File: src/core_map.svh
// Constant map of the instruction decoder: register addresses, field positions and reset values.
`ifndef CORE_MAP_SVH
`define CORE_MAP_SVH

// Special register addresses in the 32-entry file.
`define ADDR_INDIRECT 5'h00
`define ADDR_TIMER 5'h01
`define ADDR_PC_LOW 5'h02
`define ADDR_STATUS 5'h03
`define ADDR_POINTER 5'h04
`define ADDR_SECOND_IO_PORT 5'h06

// Operand of the direction-load instruction that selects the second port.
`define DIR_PORT_SEL 3'h6

// Status register field positions.
`define ST_CARRY 0
`define ST_HALF_CARRY 1
`define ST_ZERO 2
`define ST_SLEEP 3
`define ST_WDT 4
`define ST_PAGE 5

// Option register field: prescaler goes to the watchdog when this bit is high.
`define OPT_PRESCALER_TO_WDT 3

// Reset values.
`define STATUS_RESET 8'h18
`define OPTION_RESET 8'hff
`define DIRECTION_RESET 8'hff
`define IDLE_WORD 12'h000

// Oscillator periods per instruction cycle and the phase that executes.
`define OSC_PER_CYCLE 4
`define EXEC_PHASE 2'h3

`endif

File: src/core_pkg.sv
// Types shared by the decoder core and its arithmetic unit.
package core_pkg;

  // Operation performed by the arithmetic unit.
  typedef enum logic [4:0] {
    OP_ADD, OP_SUB, OP_AND, OP_OR, OP_XOR, OP_COM, OP_INC, OP_DEC, OP_PASS_B,
    OP_PASS_A, OP_ZERO, OP_ROT_L, OP_ROT_R, OP_SWAP, OP_BIT_CLR, OP_BIT_SET
  } alu_op_t;

  // Control class of a decoded instruction.
  typedef enum logic [3:0] {
    CTL_NONE, CTL_CALL, CTL_JUMP, CTL_RETURN, CTL_OPTION, CTL_SLEEP, CTL_KICK,
    CTL_DIRECTION, CTL_TEST_LOW, CTL_TEST_HIGH, CTL_SKIP_ZERO
  } ctl_t;

endpackage

File: src/alu_if.sv
// Carrier between the decoder core and its arithmetic unit.
`timescale 1ns/1ps
`default_nettype none
interface alu_if;
  core_pkg::alu_op_t op;
  logic [7:0] a;
  logic [7:0] b;
  logic cin;
  logic [2:0] bsel;
  logic [7:0] result;
  logic c;
  logic dc;
  logic z;
  modport core (output op, a, b, cin, bsel, input result, c, dc, z);
  modport unit (input op, a, b, cin, bsel, output result, c, dc, z);
endinterface
`default_nettype wire

File: src/alu_unit.sv
// Combinational arithmetic unit of the decoder core.
`timescale 1ns/1ps
`default_nettype none
module alu_unit (
  alu_if.unit u
);
  logic [8:0] wide;
  logic [4:0] nib;

  ////////////////////////////////////////////////////////////////////////////////
  // Result and flags; half carry only means something for add and subtract, carry also for the rotations.
  always_comb begin
    wide = 9'h000;
    nib = 5'h00;
    u.result = u.b;
    u.c = u.cin;
    case (u.op)
      core_pkg::OP_ADD: begin
        wide = {1'b0, u.b} + {1'b0, u.a};
        nib = {1'b0, u.b[3:0]} + {1'b0, u.a[3:0]};
        u.result = wide[7:0];
        u.c = wide[8];
      end
      core_pkg::OP_SUB: begin
        // Carry reads as not-borrow.
        wide = {1'b0, u.b} - {1'b0, u.a};
        nib = {1'b0, u.b[3:0]} - {1'b0, u.a[3:0]};
        u.result = wide[7:0];
        u.c = ~wide[8];
        nib[4] = ~nib[4];
      end
      core_pkg::OP_AND: u.result = u.a & u.b;
      core_pkg::OP_OR: u.result = u.a | u.b;
      core_pkg::OP_XOR: u.result = u.a ^ u.b;
      core_pkg::OP_COM: u.result = ~u.b;
      core_pkg::OP_INC: u.result = u.b + 8'h01;
      core_pkg::OP_DEC: u.result = u.b - 8'h01;
      core_pkg::OP_PASS_B: u.result = u.b;
      core_pkg::OP_PASS_A: u.result = u.a;
      core_pkg::OP_ZERO: u.result = 8'h00;
      core_pkg::OP_ROT_L: begin
        u.result = {u.b[6:0], u.cin};
        u.c = u.b[7];
      end
      core_pkg::OP_ROT_R: begin
        u.result = {u.cin, u.b[7:1]};
        u.c = u.b[0];
      end
      core_pkg::OP_SWAP: u.result = {u.b[3:0], u.b[7:4]};
      core_pkg::OP_BIT_CLR: u.result = u.b & ~(8'h01 << u.bsel);
      core_pkg::OP_BIT_SET: u.result = u.b | (8'h01 << u.bsel);
      default: u.result = u.b;
    endcase
    u.dc = nib[4];
    u.z = (u.result == 8'h00);
  end
endmodule
`default_nettype wire

File: src/instr_core.sv
// Decoder and execution core for 12-bit instruction words on an 8-bit data path.
//
// What this block does
// - Add and subtract combine accumulator and register, updating carry, half carry, zero.
// - Destination bit 0 sends result to accumulator, 1 back to the register.
// - OR, AND, XOR of accumulator and register update only the zero flag.
// - Literal OR, AND, XOR update zero; literal load changes no flags.
// - Increment or decrement and skip next word on zero result; no flags.
// - Rotations through carry change only the carry flag.
// - Bit tests skip the next word when the bit is clear or set.
// - Return loads literal into accumulator, resumes at stacked address with bit eight cleared, two cycles.
// - Every program counter write except the direct jump clears counter bit eight.
// - Standby and watchdog kick take one cycle and update the two status bits.
// - Direction load with operand six copies accumulator into second port enables.
// - A direction bit of one releases the pin, output driver off.
// - Reads of the port register see pin levels, not the output latch.
// - Writing the timer register clears the prescaler when assigned to the timer.
// - Option load copies accumulator into the option register, flags untouched.
// - Bit clear and bit set force one register bit, no flags.
// - An instruction cycle is four clocks; skips and jumps take two cycles.
`timescale 1ns/1ps
`default_nettype none
`include "core_map.svh"
module instr_core #(
  parameter int PC_WIDTH = 10,
  parameter logic [9:0] RESET_VECTOR = 10'h000
) (
  // Clock and reset.
  input wire logic clk_sys,
  input wire logic arst_n,
  // Program memory.
  output logic [PC_WIDTH-1:0] pm_addr_q,
  input wire logic [11:0] pm_data,
  // Second I/O port pins.
  input wire logic [7:0] port_pin,
  output logic [7:0] port_out_q,
  output logic [7:0] port_oe_n_q,
  // Neighbouring blocks.
  output logic [7:0] option_q,
  output logic prescaler_clr_q,
  output logic watchdog_clr_q,
  output logic sleep_req_q
);
  logic [1:0] phase_q;
  logic [11:0] ir_q;
  logic flush_q;
  logic [7:0] acc_q;
  logic [7:0] status_q;
  logic [7:0] file_q [0:31];
  logic [PC_WIDTH-1:0] stack_q [0:1];
  logic [7:0] pin_s1_q, pin_s2_q, pin_s3_q, pins_q;
  alu_if alu ();
  alu_unit u_alu (.u(alu));

  // Decode outputs.
  core_pkg::alu_op_t op;
  core_pkg::ctl_t ctl;
  logic use_lit, wr_acc, wr_reg, upd_z, upd_cdc, upd_c;
  logic exec, skip, branch;
  logic [4:0] addr;
  logic [7:0] reg_rd;
  logic [PC_WIDTH-1:0] pc_q, pc_d;

  assign exec = (phase_q == `EXEC_PHASE);
  assign addr = (ir_q[4:0] == `ADDR_INDIRECT) ? file_q[`ADDR_POINTER][4:0] : ir_q[4:0];

  ////////////////////////////////////////////////////////////////////////////////
  // Instruction decode.
  always_comb begin
    op = core_pkg::OP_PASS_B;
    ctl = core_pkg::CTL_NONE;
    use_lit = 1'b0;
    wr_acc = 1'b0;
    wr_reg = 1'b0;
    upd_z = 1'b0;
    upd_cdc = 1'b0;
    upd_c = 1'b0;
    if (ir_q[11:10] == 2'b00) begin
      // Byte operations route by the destination bit.
      wr_acc = ~ir_q[5];
      wr_reg = ir_q[5];
      upd_z = 1'b1;
      case (ir_q[9:6])
        4'h0: begin
          wr_acc = 1'b0;
          upd_z = 1'b0;
          if (ir_q[5]) begin
            op = core_pkg::OP_PASS_A;
          end else if (ir_q[4:3] == 2'b00) begin
            case (ir_q[2:0])
              3'h2: ctl = core_pkg::CTL_OPTION;
              3'h3: ctl = core_pkg::CTL_SLEEP;
              3'h4: ctl = core_pkg::CTL_KICK;
              3'h5, 3'h6, 3'h7: ctl = core_pkg::CTL_DIRECTION;
              default: ctl = core_pkg::CTL_NONE;
            endcase
          end
        end
        4'h1: op = core_pkg::OP_ZERO;
        4'h2: begin
          op = core_pkg::OP_SUB;
          upd_cdc = 1'b1;
        end
        4'h3: op = core_pkg::OP_DEC;
        4'h4: op = core_pkg::OP_OR;
        4'h5: op = core_pkg::OP_AND;
        4'h6: op = core_pkg::OP_XOR;
        4'h7: begin
          op = core_pkg::OP_ADD;
          upd_cdc = 1'b1;
        end
        4'h8: op = core_pkg::OP_PASS_B;
        4'h9: op = core_pkg::OP_COM;
        4'ha: op = core_pkg::OP_INC;
        4'hb: begin
          op = core_pkg::OP_DEC;
          upd_z = 1'b0;
          ctl = core_pkg::CTL_SKIP_ZERO;
        end
        4'hc: begin
          op = core_pkg::OP_ROT_R;
          upd_z = 1'b0;
          upd_c = 1'b1;
        end
        4'hd: begin
          op = core_pkg::OP_ROT_L;
          upd_z = 1'b0;
          upd_c = 1'b1;
        end
        4'he: begin
          op = core_pkg::OP_SWAP;
          upd_z = 1'b0;
        end
        default: begin
          op = core_pkg::OP_INC;
          upd_z = 1'b0;
          ctl = core_pkg::CTL_SKIP_ZERO;
        end
      endcase
      // Clearing the accumulator has no register operand to write back.
      if (ir_q[9:5] == 5'b00010) begin
        wr_acc = 1'b1;
      end
    end else if (ir_q[11:10] == 2'b01) begin
      case (ir_q[9:8])
        2'b00: begin
          op = core_pkg::OP_BIT_CLR;
          wr_reg = 1'b1;
        end
        2'b01: begin
          op = core_pkg::OP_BIT_SET;
          wr_reg = 1'b1;
        end
        2'b10: ctl = core_pkg::CTL_TEST_LOW;
        default: ctl = core_pkg::CTL_TEST_HIGH;
      endcase
    end else begin
      use_lit = 1'b1;
      case (ir_q[10:8])
        3'h0: begin
          ctl = core_pkg::CTL_RETURN;
          wr_acc = 1'b1;
        end
        3'h1: ctl = core_pkg::CTL_CALL;
        3'h2, 3'h3: ctl = core_pkg::CTL_JUMP;
        3'h4: wr_acc = 1'b1;
        3'h5: begin
          op = core_pkg::OP_OR;
          wr_acc = 1'b1;
          upd_z = 1'b1;
        end
        3'h6: begin
          op = core_pkg::OP_AND;
          wr_acc = 1'b1;
          upd_z = 1'b1;
        end
        default: begin
          op = core_pkg::OP_XOR;
          wr_acc = 1'b1;
          upd_z = 1'b1;
        end
      endcase
    end
  end

  ////////////////////////////////////////////////////////////////////////////////
  // Register read; the port returns the filtered pin levels.
  always_comb begin
    case (addr)
      `ADDR_PC_LOW: reg_rd = pc_q[7:0];
      `ADDR_STATUS: reg_rd = status_q;
      `ADDR_SECOND_IO_PORT: reg_rd = pins_q;
      default: reg_rd = file_q[addr];
    endcase
  end

  assign alu.op = op;
  assign alu.a = acc_q;
  assign alu.b = use_lit ? ir_q[7:0] : reg_rd;
  assign alu.cin = status_q[`ST_CARRY];
  assign alu.bsel = ir_q[7:5];

  // Skip and branch decisions; both cost a second cycle by flushing the prefetch.
  assign skip = ((ctl == core_pkg::CTL_SKIP_ZERO) && alu.z) ||
    ((ctl == core_pkg::CTL_TEST_LOW) && !reg_rd[ir_q[7:5]]) ||
    ((ctl == core_pkg::CTL_TEST_HIGH) && reg_rd[ir_q[7:5]]);
  assign branch = (ctl == core_pkg::CTL_CALL) || (ctl == core_pkg::CTL_JUMP) ||
    (ctl == core_pkg::CTL_RETURN) || (wr_reg && addr == `ADDR_PC_LOW);

  ////////////////////////////////////////////////////////////////////////////////
  // Next program counter.
  always_comb begin
    pc_d = pc_q + {{(PC_WIDTH-1){1'b0}}, 1'b1};
    case (ctl)
      core_pkg::CTL_JUMP: pc_d = {status_q[`ST_PAGE], ir_q[8:0]};
      core_pkg::CTL_CALL: pc_d = {status_q[`ST_PAGE], 1'b0, ir_q[7:0]};
      core_pkg::CTL_RETURN: pc_d = {stack_q[0][9], 1'b0, stack_q[0][7:0]};
      default: begin
        if (wr_reg && addr == `ADDR_PC_LOW) begin
          pc_d = {status_q[`ST_PAGE], 1'b0, alu.result};
        end
      end
    endcase
  end

  ////////////////////////////////////////////////////////////////////////////////
  // Instruction cycle of four clocks; work is done on the last one.
  always_ff @(posedge clk_sys or negedge arst_n) begin
    if (!arst_n) begin
      phase_q <= 2'h0;
    end else begin
      phase_q <= phase_q + 2'h1;
    end
  end

  // Fetch pipeline; a flushed word executes as the idle word.
  always_ff @(posedge clk_sys or negedge arst_n) begin
    if (!arst_n) begin
      pc_q <= RESET_VECTOR;
      ir_q <= `IDLE_WORD;
      flush_q <= 1'b1;
    end else if (exec) begin
      flush_q <= 1'b0;
      ir_q <= pm_data;
      pc_q <= pc_q + {{(PC_WIDTH-1){1'b0}}, 1'b1};
      // The slot after reset runs the idle word, but the word fetched then is kept,
      // so the reset vector is never lost.
      if (!flush_q) begin
        pc_q <= pc_d;
        if (skip || branch) begin
          ir_q <= `IDLE_WORD;
        end
      end
    end
  end

  // Two-level return stack.
  always_ff @(posedge clk_sys or negedge arst_n) begin
    if (!arst_n) begin
      stack_q[0] <= '0;
      stack_q[1] <= '0;
    end else if (exec && !flush_q) begin
      if (ctl == core_pkg::CTL_CALL) begin
        stack_q[0] <= pc_q;
        stack_q[1] <= stack_q[0];
      end else if (ctl == core_pkg::CTL_RETURN) begin
        stack_q[0] <= stack_q[1];
      end
    end
  end

  // Accumulator.
  always_ff @(posedge clk_sys or negedge arst_n) begin
    if (!arst_n) begin
      acc_q <= 8'h00;
    end else if (exec && !flush_q && wr_acc) begin
      acc_q <= (ctl == core_pkg::CTL_RETURN) ? ir_q[7:0] : alu.result;
    end
  end

  // Register file writes; the port write lands in the output latch.
  always_ff @(posedge clk_sys or negedge arst_n) begin
    if (!arst_n) begin
      for (int i = 0; i < 32; i++) begin
        file_q[i] <= 8'h00;
      end
      port_out_q <= 8'h00;
    end else if (exec && !flush_q && wr_reg) begin
      file_q[addr] <= alu.result;
      if (addr == `ADDR_SECOND_IO_PORT) begin
        port_out_q <= alu.result;
      end
    end
  end

  // Status flags; a write to the status register leaves the two power bits alone.
  always_ff @(posedge clk_sys or negedge arst_n) begin
    if (!arst_n) begin
      status_q <= `STATUS_RESET;
    end else if (exec && !flush_q) begin
      if (wr_reg && addr == `ADDR_STATUS) begin
        status_q <= {alu.result[7:5], status_q[4:3], alu.result[2:0]};
      end
      if (upd_z) begin
        status_q[`ST_ZERO] <= alu.z;
      end
      if (upd_cdc) begin
        status_q[`ST_CARRY] <= alu.c;
        status_q[`ST_HALF_CARRY] <= alu.dc;
      end
      if (upd_c) begin
        status_q[`ST_CARRY] <= alu.c;
      end
      if (ctl == core_pkg::CTL_SLEEP) begin
        status_q[`ST_WDT] <= 1'b1;
        status_q[`ST_SLEEP] <= 1'b0;
      end else if (ctl == core_pkg::CTL_KICK) begin
        status_q[`ST_WDT] <= 1'b1;
        status_q[`ST_SLEEP] <= 1'b1;
      end
    end
  end

  // Option and direction latches; direction bits drive the enables directly.
  always_ff @(posedge clk_sys or negedge arst_n) begin
    if (!arst_n) begin
      option_q <= `OPTION_RESET;
      port_oe_n_q <= `DIRECTION_RESET;
    end else if (exec && !flush_q) begin
      if (ctl == core_pkg::CTL_OPTION) begin
        option_q <= acc_q;
      end
      if (ctl == core_pkg::CTL_DIRECTION && ir_q[2:0] == `DIR_PORT_SEL) begin
        port_oe_n_q <= acc_q;
      end
    end
  end

  // One-clock pulses to the timer, watchdog and power blocks.
  always_ff @(posedge clk_sys or negedge arst_n) begin
    if (!arst_n) begin
      prescaler_clr_q <= 1'b0;
      watchdog_clr_q <= 1'b0;
      sleep_req_q <= 1'b0;
    end else begin
      prescaler_clr_q <= exec && !flush_q && wr_reg && addr == `ADDR_TIMER &&
        !option_q[`OPT_PRESCALER_TO_WDT];
      watchdog_clr_q <= exec && !flush_q && ctl == core_pkg::CTL_KICK;
      sleep_req_q <= exec && !flush_q && ctl == core_pkg::CTL_SLEEP;
    end
  end

  // Pin synchroniser; a level is taken only when the second and third stages agree.
  always_ff @(posedge clk_sys or negedge arst_n) begin
    if (!arst_n) begin
      pin_s1_q <= 8'h00;
      pin_s2_q <= 8'h00;
      pin_s3_q <= 8'h00;
      pins_q <= 8'h00;
    end else begin
      pin_s1_q <= port_pin;
      pin_s2_q <= pin_s1_q;
      pin_s3_q <= pin_s2_q;
      pins_q <= (pin_s2_q & pin_s3_q) | (pins_q & (pin_s2_q ^ pin_s3_q));
    end
  end

  assign pm_addr_q = pc_q;
endmodule
`default_nettype wire

File: config.mk
export PLATFORM = sky130hd
export DESIGN_NAME = instr_core
export DESIGN_NICKNAME = d
export VERILOG_FILES = /design/src/core_pkg.sv /design/src/alu_if.sv /design/src/alu_unit.sv /design/src/instr_core.sv
export VERILOG_INCLUDE_DIRS = /design/src /design/src/src
export SDC_FILE = /design/constraint.sdc
export NUM_CORES = 1
export LEC_CHECK = 0
export BUFFER_PORTS_ARGS = -buffer_cell sky130_fd_sc_hd__buf_2
export CORE_ASPECT_RATIO = 1.4
export CORE_UTILIZATION = 38
export CTS_BUF_LIST = sky130_fd_sc_hd__clkbuf_4
export DETAILED_ROUTE_END_ITERATION = 7
export PLACE_DENSITY = 0.51
export REMOVE_ABC_BUFFERS = 1
export SLEW_MARGIN = 15
export SYNTH_ARGS = -nofsm -noshare
export SYNTH_HDL_FRONTEND = slang
export SYNTH_SLANG_ARGS = --single-unit
export TNS_END_PERCENT = 1
File: constraint.sdc
create_clock -name clk_sys -period 17.1 [get_ports clk_sys]
set_clock_uncertainty 0.1 [all_clocks]
set_input_delay 0.855 -clock clk_sys [delete_from_list [all_inputs] [get_ports clk_sys]]
set_output_delay 0.855 -clock clk_sys [all_outputs]
set_load 0.01 [all_outputs]
Yosys cells after proc, flatten, opt, wreduce, memory -nomap -nowiden
Index checks and enable logic that the tools add are counted.
{"block": "totals", "word_cells": 256, "out_inout_bits": 37, "input_bits": 22, "regBits": 376}
{"block": "classes", "n_lt_le_gt_ge": 3, "muxes": 60, "n_addsub": 8, "shift": 1, "n_reduce_logical": 56, "eq_ne": 59, "n_bitwise": 15}
{"op": "256-bit bitwise mux", "n": 1}
{"op": "8-bit case mux with 15 select lines", "n": 1}
{"op": "5-bit case mux with 13 select lines", "n": 1}
{"op": "8-bit binary-select mux with 5-bit select", "n": 1}
{"op": "8-bit demux with 5-bit select", "n": 1}
{"op": "4-bit == test (second input constant)", "n": 10}
{"op": "10-bit two-way mux", "n": 4}
{"op": "8-bit two-way mux", "n": 5}
{"op": "5-bit by 4-bit == test with 1-bit output (second input constant)", "n": 7}
{"op": "8-bit AND", "n": 4}
{"op": "4-bit by 3-bit == test with 1-bit output (second input constant)", "n": 8}
{"op": "10-bit case mux with 3 select lines", "n": 1}
{"op": "5-bit by 2-bit == test with 1-bit output (second input constant)", "n": 5}
{"op": "5-bit by 3-bit == test with 1-bit output (second input constant)", "n": 5}
{"op": "12-bit two-way mux", "n": 2}
{"op": "8-bit OR", "n": 3}
{"op": "8-bit case mux with 3 select lines", "n": 1}
{"op": "1-bit two-way mux", "n": 22}
{"op": "3-bit == test (second input constant)", "n": 7}
{"op": "2-bit AND reduction", "n": 10}
{"op": "4-bit by 2-bit == test with 1-bit output (second input constant)", "n": 4}
{"op": "8-bit NOT", "n": 2}
{"op": "4-bit case mux with 2 select lines", "n": 2}
{"op": "8-bit XOR", "n": 2}
{"op": "46 further kinds", "n": 93}

Logic depth before layout (Yosys ltp)
{"block": "logic_depth", "depth_word": 17, "ltp_mapped": 29, "ltp_nobuf": 23}

Hierarchy
A second synthesis with hierarchy kept.
{"block": "unflattened", "cells_unflattened": 1974, "area_unflattened_um2": 20189.4}
{"module": "instr_core", "area_per_inst_um2": 17842.1, "cells_each": 1630, "instances": 1}
{"module": "alu_unit", "area_per_inst_um2": 2347.3, "cells_each": 344, "instances": 1}

Worst setup path after synthesis
Ideal clock, no wire load.
{"block": "synth_timing", "kind": "register to register", "startpoint": "register ir_q[1]", "endpoint": "register ir_q[1]", "setup_time_ns": 0.119, "required_time_ns": 16.881, "setup_slack_ns": 10.793, "t_arrival_ns": 6.088, "stages_incl_launch_ff": 27, "path_cell_list": "dfrtp_1 -> or3b_1 -> buf_2 -> o21ai_4 -> buf_6 -> buf_4 -> clkbuf_1 -> a22oi_1 -> a22o_1 -> nor4b_1 -> a21oi_1 -> a21oi_1 -> ha_1 -> clkbuf_1 -> o311ai_0 -> a221oi_1 -> inv_1 -> o311a_1 -> o2111ai_1 -> a2111oi_0 -> a211oi_1 -> a221o_1 -> or4b_1 -> nand4bb_1 -> a21oi_2 -> buf_4 -> nor2_1"}
{"block": "synth_via", "elab_chain_cells": 17, "elab_cells_between_ends": 56, "cone_classes": "add/sub (4); eq/ne (15); mux (16); bitwise (7); reduce/logical (14)"}
{"item": "start, declared", "line": "instr_core.sv:45", "rtl": "logic [11:0] ir_q;"}
{"item": "start signal, assigned", "line": "instr_core.sv:240", "rtl": "ir_q <= `IDLE_WORD;"}
{"item": "start signal, assigned", "line": "instr_core.sv:244", "rtl": "ir_q <= pm_data;"}
{"item": "start signal, assigned", "line": "instr_core.sv:251", "rtl": "ir_q <= `IDLE_WORD;"}
{"item": "5-bit logical NOT (no line)"}
{"item": "5-bit two-way mux", "line": "instr_core.sv:65", "rtl": "assign addr = (ir_q[4:0] == `ADDR_INDIRECT) ? file_q[`ADDR_POINTER][4:0] : ir_q[4:0];"}
{"item": "5-bit NOT with 6-bit output (implied by the code)", "line": "instr_core.sv:193", "rtl": "default: reg_rd = file_q[addr];"}
{"item": "8-bit binary-select mux with 5-bit select", "line": "instr_core.sv:193"}
{"item": "8-bit two-way mux (implied by the code) (2 in a row)", "line": "instr_core.sv:193"}
{"item": "8-bit case mux with 3 select lines", "line": "instr_core.sv:189", "rtl": "case (addr)"}
{"item": "8-bit two-way mux", "line": "instr_core.sv:199", "rtl": "assign alu.b = use_lit ? ir_q[7:0] : reg_rd;"}
{"item": "8-bit by 1-bit subtractor with 8-bit output (tied with other cells)", "line": "alu_unit.sv:37", "rtl": "core_pkg::OP_DEC: u.result = u.b - 8'h01;"}
{"item": "8-bit case mux with 15 select lines", "line": "alu_unit.sv:17", "rtl": "case (u.op)"}
{"item": "8-bit logical NOT", "line": "alu_unit.sv:55", "rtl": "u.z = (u.result == 8'h00);"}
{"item": "1-bit logical AND", "line": "instr_core.sv:204", "rtl": "assign skip = ((ctl == core_pkg::CTL_SKIP_ZERO) && alu.z) ||"}
{"item": "1-bit logical OR", "line": "instr_core.sv:204"}
{"item": "1-bit logical OR", "line": "instr_core.sv:205", "rtl": "((ctl == core_pkg::CTL_TEST_LOW) && !reg_rd[ir_q[7:5]]) ||"}
{"item": "1-bit logical OR *", "line": "instr_core.sv:250", "rtl": "if (skip || branch) begin"}
{"item": "12-bit two-way mux *", "line": "instr_core.sv:250"}
{"item": "12-bit two-way mux *", "line": "instr_core.sv:248", "rtl": "if (!flush_q) begin"}
Every way passes the cells marked *; elsewhere a longest branch is shown, timed or not. The select of a mux whose other input is x is not followed.
A chain may end at the register's enable or synchronous reset.

Final worst setup path
{"block": "layout_timing", "startpoint": "register ir_q[4]", "endpoint": "register ir_q[4]"}
Same word-level chain as after synthesis.

==> qor.yml <==
synth.top_cell.area_share_pct: 44.0
hp-start: "pm_data[7]"
yosys.area.top_type: "dfrtp_1"
fin_tns_setup_ns: 0
synthArstFlopShare_pct: 100
cp_max_fo: 57
yosys_warnings: 0
clk_latency_ns: 0.87
drv_slew: 0
power_w: 0.00342
worst-path-buf-inv: 5
ys.flop_type: "dfrtp_1"
post-route-period-util_pct: 53.0
fin_nets: 2165
grt_max_degree: 88
timing.max_slew.rel_slack_pct: 21.7
worstPathRequired_ns: 17.70
drt_iter0_drc: 1331
dp_cells: 2709
r2r_start: "ir_q[4]"
synth_area_um2: 20000
rsz0062_at_grt: "no"
htreeDepth: 3
critPathTopFamily: "compound AO/OA/AOI/OAI gates"
hold_viol_final: 0
route.detailed.drc: 0
max_freq_ghz: 0.110
synth_most_common_cell: "dfrtp_1"
r2r-end: "ir_q[4]"
core_area_um2: 52100
use_met1_pct: 30.8
r2r_slack_ns: 8.04
worst_slack_ns: 8.04
first_global_vias: 16820
detailed_place_hpwl_um: 48400
clock_tree.root_cell: "clkbuf_4"
cts_tree: "done"
num_rows: 99
dr.pass1.iters: 6
holdPathStages: 3
power.density_nw_per_um2: 154
die_h_um: 274
top_usage_layer: "met2"
hold_path_class: "input pin to flip-flop"
ir_drop_mv: 0.0829
gr-usage-all-layers_pct: 26.8
synth_seq_cells: 370
drive_gt1_share_pct: 21.3
status: "finished clean"
use_met2_pct: 47.4
slowest_delay_ns: 0.70
synth_edf_count: 0
cts_made_buffers: 95
io_pins: 59
cp-start-kind: "flip-flop"
grt-ovfl-total: 0
area_growth_pct: 10.7
path_common_cell: "buf_4"
ys_seq_area_share_pct: 46.3
ant_nets: 0
final_cells: 2888
synth.distinct_cells: 98
hold_path_end: "ir_q[7]"
clk_path_buf_depth: 3
port_buffers: 58
place.gp.congestion: 0.914
preCtsSetupSlack_ns: 8.09
synth_top_cells_by_area: "dfrtp_1 44%, mux2_2 8.3%, nand2_1 4.3%"
die_area_um2: 53600
slowest_stage: "buf_4"
wl_um: 70800
finalSetupViolations: 0
vias_per_cell: 5.80
cap_violations: 0
ys_top_cells_by_count: "352 x dfrtp_1, 227 x nand2_1, 199 x nor2_1"
synth_area_per_cell_um2: 9.76
arrival_ns: 9.66
endpoint_kind: "flip-flop"
fin_util_pct: 42.5
initial_utilization_pct: 38.4
dieWidth_um: 196
vias: 16755
reg2regPathDepth: 26
period_needed_ns: 9.06
power_leakage_nw: 10.0
detail_route.wl_per_cell_um: 24.5
cts.clk_slew.worst_paths_ns: 0.07
grt_antenna_before_repair: 2
met3_usage_pct: 3.83
cts.sinks: 370
grt_pass1_wl_um: 108000
worstSetupPathType: "flip-flop to flip-flop"
worst_pin_slew_ns: 1.17
syn-instance-count: 2053
[state kept, by name, indices dropped and copies added (netlist names)]
name,count
acc_q,8
file_q,253
flush_q,1
ir_q,12
option_q,8
phase_q,2
pin_s1_q,8
pin_s2_q,8
pin_s3_q,8
pins_q,8
pm_addr_q,10
port_oe_n_q,8
port_out_q,8
prescaler_clr_q,1
sleep_req_q,1
stack_q,18
status_q,7
watchdog_clr_q,1
[metal layers]
| metal | part of all wire, % | wire length (um) | vias to the layer above |
|---|---|---|---|
| met5 | 0 | 0 | - |
| met4 | 5.6 | 3990 | 0 |
| met3 | 4.3 | 3060 | 172 |
| met2 | 51 | 36400 | 535 |
| met1 | 39 | 27300 | 8409 |
| li1 | - | - | 7639 |
[layout by cell type, fill, tap and decap left out, types with 9 or more instances in the layout]
master           n
a21o_1          22
ha_1            32
a22oi_1         12
clkinv_1        26
buf_2           57
and3_1          10
mux2i_1         47
nand3_1         36
nand2b_1        15
dfrtp_1        351
a31oi_1         14
nor2b_1         81
nand2_1        226
a211oi_1        14
nand4_1         17
o31ai_1         11
dlygate4sd3_1    9
dfstp_2         18
mux2_2         148
a221oi_1        65
a221o_1         13
nor2_1         198
buf_4           49
clkbuf_4       133
a21oi_1        145
inv_1           35
o21ai_0        153
nor3_1          26
o22ai_1         10
[where the power goes]
| part | internal (W) | total, W | leakage [nW] | switching [W] |
|---|---|---|---|---|
| registers | 0.00101 | 0.00116 | 4.93 | 0.000146 |
| clock network | 0.000375 | 0.000753 | 0.700 | 0.000378 |
| logic | 0.000468 | 0.00151 | 4.42 | 0.00104 |
| total | 0.00185 | 0.00342 | 10.0 | 0.00156 |
[worst max path at each step]
stage                 start  endpoint  slack [ns]  cells past startpoint
CTS                 ir_q[4]   ir_q[4]        8.06                     26
detailed placement  ir_q[4]   ir_q[0]        8.09                     26
global placement    ir_q[4]   ir_q[4]        8.16                     26
floorplan           ir_q[0]   ir_q[0]        7.64                     22
global route        ir_q[4]   ir_q[3]        7.62                     26
finish              ir_q[4]   ir_q[4]        8.04                     26
[area by class of cell]
type	count	area [um^2]
fill	5177	30000
clock inverter	35	174
timing repair buffer	116	758
inverter	37	139
tap	707	885
sequential	370	9280
clock buffer	133	998
antenna	2	5.00
multi-input combinational	1488	9930
[tightest hold or removal path, stage by stage]
cell	delay (ns)
buf_2	0.07
mux2i_1	0.05
nor2_1	0.07
[cell families after synthesis]
family / count (synthesis) / synth area share [%]
fa+ha+maj: 35 / 2.30
simple gates: 664 / 15.5
xor+xnor: 11 / 0.481
mux: 207 / 12.0
flops: 370 / 46.3
buf+inv: 195 / 4.37
compound gates: 571 / 19.1
[timing repair]
item                                   4_1_cts  5_1_grt
hold buffers                                 9        0
resized for setup                            0        0
endpoints found under the hold margin       90        0
setup buffers                                0        0
[per-stage QoR]
stage	instance area, um^2	hold slack, ns
2_1_floorplan	19300	0.231
3_3_place_gp	20900	0.232
3_5_place_dp	20900	0.235
4_1_cts	22200	0.0877
5_1_grt	22200	0.127
6_report	22200	0.157
(Power assumes the default switching activity.)
